<file path="config.mk">
export PLATFORM = sky130hd
export DESIGN_NAME = sdc_datapath
export DESIGN_NICKNAME = d
export VERILOG_FILES = /design/src/sdc_pkg.sv /design/src/sdc_datapath.sv /design/src/sdc_fifo.sv
export SDC_FILE = /design/constraint.sdc
export NUM_CORES = 2
export LEC_CHECK = 0
export BUFFER_PORTS_ARGS = -buffer_cell sky130_fd_sc_hd__buf_4
export CAP_MARGIN = 10
export CORE_MARGIN = 4
export CORE_UTILIZATION = 40
export DETAILED_ROUTE_END_ITERATION = 12
export PLACE_DENSITY = 0.53
export SYNTH_ARGS = -nofsm -noshare
export SYNTH_HDL_FRONTEND = slang
export SYNTH_SLANG_ARGS = --single-unit
</file>
<file path="constraint.sdc">
create_clock -name pclk -period 11.46 [get_ports pclk]
set_clock_uncertainty 0.15 [all_clocks]
set_input_delay 2.292 -clock pclk [delete_from_list [all_inputs] [get_ports pclk]]
set_output_delay 2.292 -clock pclk [all_outputs]
set_load 0.02 [all_outputs]
</file>
<file path="src/sdc_pkg.sv">
// Purpose: Shared constants for the codec datapath
// Assumes: APB register map at 32-bit aligned word offsets
// Notes: Rate code 0..3 selects 64, 32, 16 and 8 kHz
package sdc_pkg;
	localparam logic [7:0] ADDR_CTRL_D = 8'h00;
	localparam logic [7:0] ADDR_CTRL_E = 8'h04;
	localparam logic [7:0] ADDR_RATE = 8'h08;
	localparam logic [7:0] ADDR_DEC_DATA = 8'h0C;
	localparam logic [7:0] ADDR_ENC_DATA = 8'h10;
	localparam logic [7:0] ADDR_STATUS = 8'h14;
	localparam logic [7:0] ADDR_GAIN = 8'h18;
	localparam logic [7:0] CTRL_D_RESET = 8'h00;
	localparam logic [7:0] CTRL_E_RESET = 8'h00;
	localparam logic [1:0] RATE_RESET = 2'h3;
	localparam int INTERP_BYPASS_BIT = 5;
	localparam int IGS_LSB = 0;
	localparam int OGS_LSB = 4;
	localparam logic [2:0] MOD_DIV = 3'h7;
	localparam int ACC_W = 32;
	localparam int FIFO_DEPTH = 16;
	localparam int FIFO_WIDTH = 16;
	localparam logic [15:0] POS_FULL = 16'h7FFF;
	localparam logic [15:0] NEG_FULL = 16'h8000;
endpackage : sdc_pkg

</file>
<file path="src/sdc_datapath.sv">
// Purpose: Sigma-delta codec digital datapath with APB control
// Assumes: pclk is the internal master clock (master clock pin / divider)
// Notes: Encoder decimates bitstream, decoder interpolates FIFO samples
// Summary of operation
// - Modulator bit is taken once every eight internal clocks.
// - Third-order sinc decimator lowers rate from clock/8 to clock/M.
// - M is 256, 512, 1024, 2048 for 64, 32, 16, 8 kHz.
// - Both filters are sinc cubed with N of 32, 64, 128, 256.
// - Decimator removes shaped noise and yields 15-bit words.
// - Encoder word is 15-bit two's complement, with bit 15 held at zero.
// - Decoder words are 16-bit two's complement, 7FFF top, 8000 bottom.
// - Sinc-cubed interpolator raises decoder rate to clock/8.
// - Host gives one word per period; otherwise previous word reused.
// - Bypass bit 5 of control register E skips the interpolator.
// - Digital modulator turns 16-bit data into bits at clock/8.
// - Input gain code picks 0,6,12,18,20,26,32,38 dB.
// - Output gain code picks +6 dB down to -15 dB in 3 dB steps.
// - Input mux picks differential, loop-back, inverted or single-ended.
// - All rates derive from the internal master clock.
`timescale 1ns/1ps
module sdc_datapath
	import sdc_pkg::*;
(
	input wire logic pclk,
	input wire logic presetn,
	input wire logic psel,
	input wire logic penable,
	input wire logic pwrite,
	input wire logic [7:0] paddr,
	input wire logic [31:0] pwdata,
	output logic [31:0] prdata,
	output logic pready,
	output logic pslverr,
	input wire logic mod_bit_in,
	output logic dac_bit_out,
	output logic [2:0] input_gain_sel,
	output logic [2:0] output_gain_sel,
	output logic [5:0] input_gain_db,
	output logic signed [5:0] output_gain_db,
	output logic [2:0] input_mux_sel,
	output logic analog_loopback
);
	typedef struct packed {
		logic [7:0] ctrl_d;
		logic [7:0] ctrl_e;
		logic [1:0] rate;
		logic [2:0] div8;
		logic [7:0] sub;
		logic signed [ACC_W-1:0] i1, i2, i3;
		logic signed [ACC_W-1:0] c1, c2, c3;
		logic signed [ACC_W-1:0] d1, d2;
		logic [15:0] enc_word;
		logic enc_new;
		logic [15:0] dec_hold;
		logic signed [ACC_W-1:0] u1, u2;
		logic signed [ACC_W-1:0] v1, v2, v3;
		logic signed [ACC_W-1:0] j1, j2, j3;
		logic signed [17:0] sd_err;
		logic dac_bit;
		logic underrun;
	} sdc_state_type;
	sdc_state_type s_q, s_d;
	logic fifo_in_ready, fifo_out_valid, fifo_pop;
	logic [15:0] fifo_out_data;
	logic [4:0] fifo_level;
	logic apb_wr, apb_rd;
	logic [7:0] n_last;
	logic frame_tick, bit_tick;
	logic signed [ACC_W-1:0] x, e1, e2, e3, ip;
	logic signed [17:0] sd_in;
	logic [4:0] shr;
	// Sinc filter length minus one for a rate code
	function automatic logic [7:0] sinc_last(input logic [1:0] r);
		case (r)
			2'd0: sinc_last = 8'd31;
			2'd1: sinc_last = 8'd63;
			2'd2: sinc_last = 8'd127;
			default: sinc_last = 8'd255;
		endcase
	endfunction : sinc_last
	// Gain growth of sinc cubed is N^3, i.e. 3*log2(N)
	function automatic logic [4:0] sinc_shift(input logic [1:0] r);
		sinc_shift = 5'(15 + 3 * int'(r));
	endfunction : sinc_shift
	assign apb_wr = psel && penable && pwrite;
	assign apb_rd = psel && !pwrite;
	assign pready = 1'b1;
	assign pslverr = 1'b0;
	assign fifo_pop = frame_tick && fifo_out_valid;
	sdc_fifo #(
		.WIDTH(FIFO_WIDTH),
		.DEPTH(FIFO_DEPTH)
	) u_fifo (
		.pclk(pclk),
		.presetn(presetn),
		.in_valid(apb_wr && paddr == ADDR_DEC_DATA),
		.in_ready(fifo_in_ready),
		.in_data(pwdata[15:0]),
		.out_valid(fifo_out_valid),
		.out_ready(fifo_pop),
		.out_data(fifo_out_data),
		.level(fifo_level)
	);
	always_comb
	begin
		s_d = s_q;
		n_last = sinc_last(s_q.rate);
		shr = sinc_shift(s_q.rate);
		bit_tick = (s_q.div8 == MOD_DIV);
		frame_tick = bit_tick && (s_q.sub == n_last);
		x = mod_bit_in ? 32'sd1 : -32'sd1;
		e1 = '0;
		e2 = '0;
		e3 = '0;
		ip = '0;
		sd_in = '0;
		s_d.enc_new = s_q.enc_new && !(apb_rd && paddr == ADDR_ENC_DATA);
		// Control registers
		if (apb_wr)
		begin
			case (paddr)
				ADDR_CTRL_D: s_d.ctrl_d = pwdata[7:0];
				ADDR_CTRL_E: s_d.ctrl_e = pwdata[7:0];
				ADDR_RATE:
				begin
					s_d.rate = pwdata[1:0];
					s_d.sub = '0;
				end
				ADDR_STATUS: s_d.underrun = s_q.underrun & ~pwdata[1];
				default: s_d.rate = s_q.rate;
			endcase
		end
		s_d.div8 = s_q.div8 + 3'd1;
		if (bit_tick)
		begin
			s_d.sub = (s_q.sub == n_last) ? 8'd0 : s_q.sub + 8'd1;
			// Decimator integrators at clock/8
			s_d.i1 = s_q.i1 + x;
			s_d.i2 = s_q.i2 + s_q.i1;
			s_d.i3 = s_q.i3 + s_q.i2;
			// Interpolator integrators at clock/8
			s_d.v1 = s_q.v1 + s_q.u2;
			s_d.v2 = s_q.v2 + s_q.v1;
			s_d.v3 = s_q.v3 + s_q.v2;
			// First-order error-feedback modulator
			// Zero-stuffed sinc cubed grows by N^2, not N^3
			ip = s_q.v3 >>> (5'd10 + 5'(2 * int'(s_q.rate)));
			if (s_q.ctrl_e[INTERP_BYPASS_BIT])
				sd_in = 18'(signed'(s_q.dec_hold));
			else
				sd_in = ip[17:0];
			s_d.dac_bit = (s_q.sd_err + sd_in) >= 0;
			s_d.sd_err = s_q.sd_err + sd_in
				- (s_d.dac_bit ? 18'sd32768 : -18'sd32768);
		end
		if (frame_tick)
		begin
			// Decimator combs at clock/M
			e1 = s_q.i3 - s_q.c1;
			e2 = e1 - s_q.d1;
			e3 = e2 - s_q.d2;
			s_d.c1 = s_q.i3;
			s_d.d1 = e1;
			s_d.d2 = e2;
			s_d.c3 = e3 >>> (shr - 5'd14);
			// Positive full scale would wrap to the most negative code
			if (s_d.c3 > 32'sd16383)
				s_d.c3 = 32'sd16383;
			s_d.enc_word = {1'b0, s_d.c3[14:0]};
			s_d.enc_new = 1'b1;
			// Decoder sample intake; hold last when host is late
			if (fifo_out_valid)
				s_d.dec_hold = fifo_out_data;
			else
				s_d.underrun = 1'b1;
			// Interpolator combs at clock/M feed zero-stuffing upsampler
			s_d.u1 = 32'(signed'(s_d.dec_hold)) - s_q.j1;
			s_d.j1 = 32'(signed'(s_d.dec_hold));
			s_d.j2 = s_d.u1;
			s_d.j3 = s_d.u1 - s_q.j2;
			s_d.u2 = s_d.j3 - s_q.j3;
		end
		else if (bit_tick)
			s_d.u2 = '0;
	end
	// Gain decoding
	always_comb
	begin
		input_gain_sel = s_q.ctrl_d[IGS_LSB+:3];
		output_gain_sel = s_q.ctrl_d[OGS_LSB+:3];
		if (input_gain_sel[2])
			input_gain_db = 6'd20 + 6'(6 * int'(input_gain_sel[1:0]));
		else
			input_gain_db = 6'(6 * int'(input_gain_sel[1:0]));
		output_gain_db = 6'sd6 - 6'(3 * int'(output_gain_sel));
	end
	assign input_mux_sel = s_q.ctrl_e[2:0];
	assign analog_loopback = s_q.ctrl_e[3];
	assign dac_bit_out = s_q.dac_bit;
	always_comb
	begin
		case (paddr)
			ADDR_CTRL_D: prdata = {24'h00_0000, s_q.ctrl_d};
			ADDR_CTRL_E: prdata = {24'h00_0000, s_q.ctrl_e};
			ADDR_RATE: prdata = {30'h0000_0000, s_q.rate};
			ADDR_ENC_DATA: prdata = {16'h0000, s_q.enc_word};
			ADDR_STATUS: prdata = {26'h000_0000, fifo_level,
				s_q.enc_new};
			ADDR_GAIN: prdata = {20'h0_0000, output_gain_db,
				input_gain_db};
			default: prdata = 32'h0000_0000;
		endcase
		if (!apb_rd)
			prdata = 32'h0000_0000;
	end
	always_ff @(posedge pclk or negedge presetn)
	begin
		if (!presetn)
		begin
			s_q <= '0;
			s_q.rate <= RATE_RESET;
			s_q.ctrl_d <= CTRL_D_RESET;
			s_q.ctrl_e <= CTRL_E_RESET;
		end
		else
			s_q <= s_d;
	end
endmodule : sdc_datapath

</file>
<file path="src/sdc_fifo.sv">
// Purpose: Small synchronous FIFO with valid/ready on both sides
// Assumes: Single clock, asynchronous active-low reset
// Notes: Flip-flop storage addressed by index
`timescale 1ns/1ps
module sdc_fifo #(
	parameter int WIDTH = 16,
	parameter int DEPTH = 16
)
(
	input wire logic pclk,
	input wire logic presetn,
	input wire logic in_valid,
	output logic in_ready,
	input wire logic [WIDTH-1:0] in_data,
	output logic out_valid,
	input wire logic out_ready,
	output logic [WIDTH-1:0] out_data,
	output logic [$clog2(DEPTH):0] level
);
	localparam int AW = $clog2(DEPTH);
	typedef struct packed {
		logic [DEPTH-1:0][WIDTH-1:0] mem;
		logic [AW-1:0] rd;
		logic [AW-1:0] wr;
		logic [AW:0] cnt;
	} sdc_fifo_type;
	sdc_fifo_type s_q, s_d;
	logic push, pop;
	always_comb
	begin
		in_ready = (s_q.cnt != DEPTH[AW:0]);
		out_valid = (s_q.cnt != '0);
		push = in_valid && in_ready;
		pop = out_valid && out_ready;
		s_d = s_q;
		if (push)
		begin
			s_d.mem[s_q.wr] = in_data;
			s_d.wr = s_q.wr + 1'b1;
		end
		if (pop)
			s_d.rd = s_q.rd + 1'b1;
		if (push && !pop)
			s_d.cnt = s_q.cnt + 1'b1;
		else if (pop && !push)
			s_d.cnt = s_q.cnt - 1'b1;
	end
	assign out_data = s_q.mem[s_q.rd];
	assign level = s_q.cnt;
	always_ff @(posedge pclk or negedge presetn)
	begin
		if (!presetn)
			s_q <= '0;
		else
			s_q <= s_d;
	end
endmodule : sdc_fifo

</file>
# Word level (Yosys, flattened, before mapping)
# Index checks and enable logic that the tools add are counted.
# totals
rom_bits,0
ff_bits,734
mem_bits_rw,0
inputBits,46
latchBits,0
out_inout_bits,57
n_memories,0
# op_classes
bitwise_logic,0
n_mul,3
add_sub_neg,26
reduce_logical,28
eq_ne,11
shift,2
muxes,25
n_div,0
magnitude_cmp,5
# ops
op,n
bitwise mux 256 bit,1
adder 32 bit,6
2-to-1 mux 32 bit,4
subtractor 32 bit,4
2-to-1 mux 104 bit,1
case mux 15 bit (6 select lines),1
binary-select mux 16 bit (select 4 bit),1
demux 16 bit (select 4 bit),1
2-to-1 mux 16 bit,4
2-to-1 mux 18 bit,3
2-to-1 mux 49 bit,1
"> comparator 32 x 15 -> 1 bit, second input constant",1
>>> shifter 32 x 5 -> 18 bit,1
>>> shifter 32 x 5 -> 32 bit,1
"equality test 8 x 5 -> 1 bit, second input constant",3
2-to-1 mux 8 bit,3
case mux 8 bit (3 select lines),1
adder 18 x 18 -> 19 bit,1
">= comparator 19 x 1 -> 1 bit, second input constant",1
adder 18 bit,1
subtractor 17 x 17 -> 18 bit,1
subtractor 18 bit,1
subtractor 16 x 16 -> 17 bit,1
"equality test 8 x 4 -> 1 bit, second input constant",2
30 further kinds,55

# Logic depth before layout (Yosys ltp)
# depth
depth_word,9
mapped_depth,37

# By module
# From an unflattened synthesis, not the netlist that was laid out.
# hier_totals
cells_unflattened,4990
hier_area_um2,48770.5
# by_module_without_submodules
mod,instances,cells_per_inst,area_per_inst_um2
sdc_datapath,1,4137,35938.2
sdc_fifo,1,853,12832.3

# Least setup slack after synthesis
# OpenSTA, ideal clock, no wires.
# synth_timing
path_type,reg2reg
startpoint,register u_fifo.s_q[9] in the netlist's numbering
endpoint,register s_q[242] in the netlist's numbering
synth_period_minus_slack_ns,7.174
required_time_ns,11.227
setup_ns,0.083
arrival_ns,6.941
path_stages_with_launch,34
setup_slack_ns,4.286
path_cell_list,dfrtp_1 clkbuf_1 buf_1 buf_1 mux2i_1 a21oi_1 a22oi_1 nand2_1 mux2i_1 ha_1 inv_1 fa_1 a21o_1 a21oi_1 o21ai_0 a21oi_1 o21bai_1 a21oi_1 nor2b_1 o311a_1 a21oi_1 ha_1 or2_2 o31ai_1 a31oi_1 a2111oi_0 o21a_1 xnor2_1 ha_1 a21o_1 a31o_2 a2111oi_0 o21ai_0 o21ai_0
# synth_via
elab_chain_len,8
# synth_lines
item,line_no,rtl
start: declaration,sdc_fifo.sv:27,"sdc_fifo_type s_q, s_d;"
start signal: assignment,sdc_fifo.sv:53,s_q <= '0;
start signal: assignment,sdc_fifo.sv:55,s_q <= s_d;
binary-select mux 16 bit (select 4 bit),sdc_fifo.sv:48,assign out_data = s_q.mem[s_q.rd];
2-to-1 mux 16 bit (implied by the code),sdc_fifo.sv:48,
2-to-1 mux 16 bit,sdc_datapath.sv:172,if (fifo_out_valid)
2-to-1 mux 16 bit,sdc_datapath.sv:156,if (frame_tick)
subtractor 16 x 16 -> 17 bit,sdc_datapath.sv:177,s_d.u1 = 32'(signed'(s_d.dec_hold)) - s_q.j1;
subtractor 17 x 17 -> 18 bit,sdc_datapath.sv:180,s_d.j3 = s_d.u1 - s_q.j2;
subtractor 32 bit,sdc_datapath.sv:181,s_d.u2 = s_d.j3 - s_q.j3;
2-to-1 mux 32 bit,sdc_datapath.sv:156,
end: declaration,sdc_datapath.sv:62,"sdc_state_type s_q, s_d;"
# Every way passes these cells. The select of a mux whose other input is x is not followed.
# A chain may end at the register's enable or synchronous reset.

# Worst setup path in the final report
# layout_timing
startpoint,register u_fifo.s_q[9] in the netlist's numbering
endpoint,register s_q[238] in the netlist's numbering
# Same word-level chain as after synthesis.

==> out/metrics.csv <==
metric,value,unit
outcome,finished clean,
Clock Latency Late Sink,0.67,ns
most common library cells after synthesis,"dfrtp_1 (702), mux2_2 (457), ha_1 (416), nand2_1 (395), o21ai_0 (367)",
# hold bufs at CTS,0,
Layout Cells excl Fill,6665,
Core Rows,127,
Final ANT Viol Nets,0,
main area contributors after synthesis,"dfrtp_1 (36%), ha_1 (11%), mux2_2 (11%), xnor2_1 (3.8%), o21ai_0 (3.8%)",
slowest CP cell,dfrtp_4,
area grow syn2layout,10.2,%
Setup crit end kind,register,
"Reg clk slew, reported paths",0.06,ns
f_max,0.118,GHz
# Post-CTS Setup Buffers,0,
Worst Hold Depth,1,
Setup TNS Final,0,ns
Initial DRC Count,2139,
leakage power,24.8,nW
CTS tree,built,
Max clock buf depth,3,
Routability Congestion,0.826,
initial antenna violation count,6,
cell count after synthesis,4991,
predominant post-synthesis flop cell,dfrtp_1,
worst-margin pin slew,1.26,ns
#FFs+latches synth,704,
"Slew Viols, Final",0,
DIE AREA,127000,sq um
WL/cell,18.0,um
final period utilization,73.9,%
Slew HR,15.5,%
Avg Vias per Cell,5.40,
Worst Path Required,11.89,ns
Fin. Hold Viols,0,
# DRC,0,
vias in the first global route,34700,
# placed instances,6510,
R2R depth,31,
Setup Crit Path Kind,register to register,
"Setup violations, final",0,
Hold WC Path Type,register to register,
GRT overflow,0,
first-pass GRT wire length,193,mm
Worst Path Arrival,8.89,ns
Setup WS pre-CTS,3.10,ns
Async SR Flop Fraction,100,%
height of the die,356,um
Max IR drop VDD,291,uV
clock buffer count from CTS,85,
total number of vias,36000,
width of the chip,356,um
Multi-input gate area,28700,sq um
post_cts resized,0,
Root Buffer,clkbuf_16,
crit-path most repeated cell,o21ai_0,
yosys warns,0,
Max H-tree Level,3,
cell taking the most area after synthesis,dfrtp_1,
fin crit period,8.47,ns
hpwl dp,85.6,mm
Worst setup SP type,register,
Pwr Density,303,nW/um^2
share of cells above drive strength 1,16.2,%
drt total wl,120,mm
top-area cell type share of the netlist area,36.2,%
Initial Util,40.4,%
clk sink count,704,
Synth cell types,95,
"EDFF count, synth",0,
"Max FO, Critical Path",83,
Tot GR Track Use,18.8,%
most frequent cell after synthesis,dfrtp_1,
Final nets,5463,
Synth Cell Area,48500,sq um
largest net degree at the start of global routing,180,
IO Port Bufs,66,
syn avg cell area,9.72,sq um
Layout fillers,11600,
crit-path max cell delay,0.65,ns
Max-cap violations,0,
RSZ-0062 raised after global routing,false,
Setup WS post-layout,2.99,ns
core box area,120000,sq um
# IOs,103,
Pre-antenna DRT Iters,5,
post-synthesis sequential area ratio,36.3,%
Reg area,17600,sq um
## path summary, 6_finish.rpt
path | start | endpoint | slack [ns]
worst min register to register | s_q[573] | s_q[573] | 0.27
worst max register to register | u_fifo.s_q[9] | s_q[238] | 2.99
worst min-delay path | s_q[573] | s_q[573] | 0.27
max in group asynchronous | presetn | s_q[11] | 7.64
min in group asynchronous | presetn | s_q[304] | 1.49
worst max-delay path | u_fifo.s_q[9] | s_q[238] | 2.99
## placed cells by master, fill, tap and decap left out, types with 18 or more instances in the layout
master     synthesis  routed
a211o_1           25      25
a211oi_1          44      44
a21o_1           127     127
a21oi_1          336     335
a221oi_1          18      18
a22oi_1           37      37
a31oi_1           44      44
and3_1            44      44
buf_4             31     109
clkbuf_1         164      22
clkbuf_16          0      86
clkbuf_8           0      25
conb_1             2      20
dfrtp_1          702     701
ha_1             416     413
inv_1            351     350
mux2_2           457     457
mux2i_1           82      82
mux4_2            42      42
nand2_1          395     395
nand2b_1          44      44
nand3_1           81      79
nand4_1           26      26
nor2_1           233     231
nor2b_1           53      51
nor3_1            75      75
o2111ai_1         19      19
o211ai_1          20      20
o21a_1            57      57
o21ai_0          367     367
o21bai_1          33      33
o31ai_1           30      30
or3_1             23      23
xnor2_1          212     212
xor2_1            89      89
## layout make-up
cell class	instances	share of cell area, %
antenna	2	0.00936
clock buffer	133	4.82
clock inverter	20	0.567
inverter	351	2.47
multi-input combinational	3730	53.7
sequential	704	33.0
tap	1612	3.77
timing repair buffer	113	1.67
## routing by layer
layer  global-route usage, %  vias to the layer above  part of all wire (%)
met3                    3.04                      130                   4.7
met2                    28.2                      542                    42
met1                    28.4                    17400                    51
met5                       0                        -                 0.013
met4                    4.02                        4                   1.7
li1                        -                    17900                     -
## state kept, by name (all words and copies together), names as in the netlist
| name | flops |
|---|---|
| analog_loopback | 1 |
| dac_bit_out | 1 |
| input_gain_sel | 3 |
| input_mux_sel | 3 |
| output_gain_sel | 3 |
| s_q | 424 |
| u_fifo.level | 5 |
| u_fifo.s_q | 264 |
## power by group
group	total (W)	switching, W	internal [W]
Combinational	0.0105	0.00623	0.00432
Clock	0.00275	0.00115	0.00160
Sequential	0.00292	0.000232	0.00269
## kinds of logic (layout without fill, tap and decap cells)
logic type,after synthesis,in the layout,share of synthesized area [%]
AOI/OAI and AO/OA,1332,1332,17.5
and+or+nand+nor,1062,1062,10.2
DFF,704,704,36.3
muxes,581,581,14.3
buffers and inverters,575,617,4.71
adders and majority gates,432,432,11.4
xor gates and xnor gates,303,303,5.52
other,2,22,0.0155
## stage by stage
step | utilization [%] | hold slack, ns | cell area (sq um) | power, W
after global placement | 42.1 | 0.263 | 50600 | 0.0134
after detailed placement | 42.1 | 0.265 | 50600 | 0.0135
after global routing | 44.5 | 0.295 | 53400 | 0.0178
final | 44.5 | 0.271 | 53400 | 0.0162
after floorplan | - | 0.251 | 48600 | 0.0112
after CTS | 44.5 | 0.273 | 53400 | 0.0163
## critical path: cells and delay by family, from the launching register on
family	cells	cell delay (ns)
mux	1	0.40
flops	1	0.65
xor+xnor	2	0.32
fa+ha+maj	3	0.94
simple gates	5	1.03
buf+inv	1	0.50
compound gates	19	4.25
Note: power is estimated with default switching activity, not from simulation.
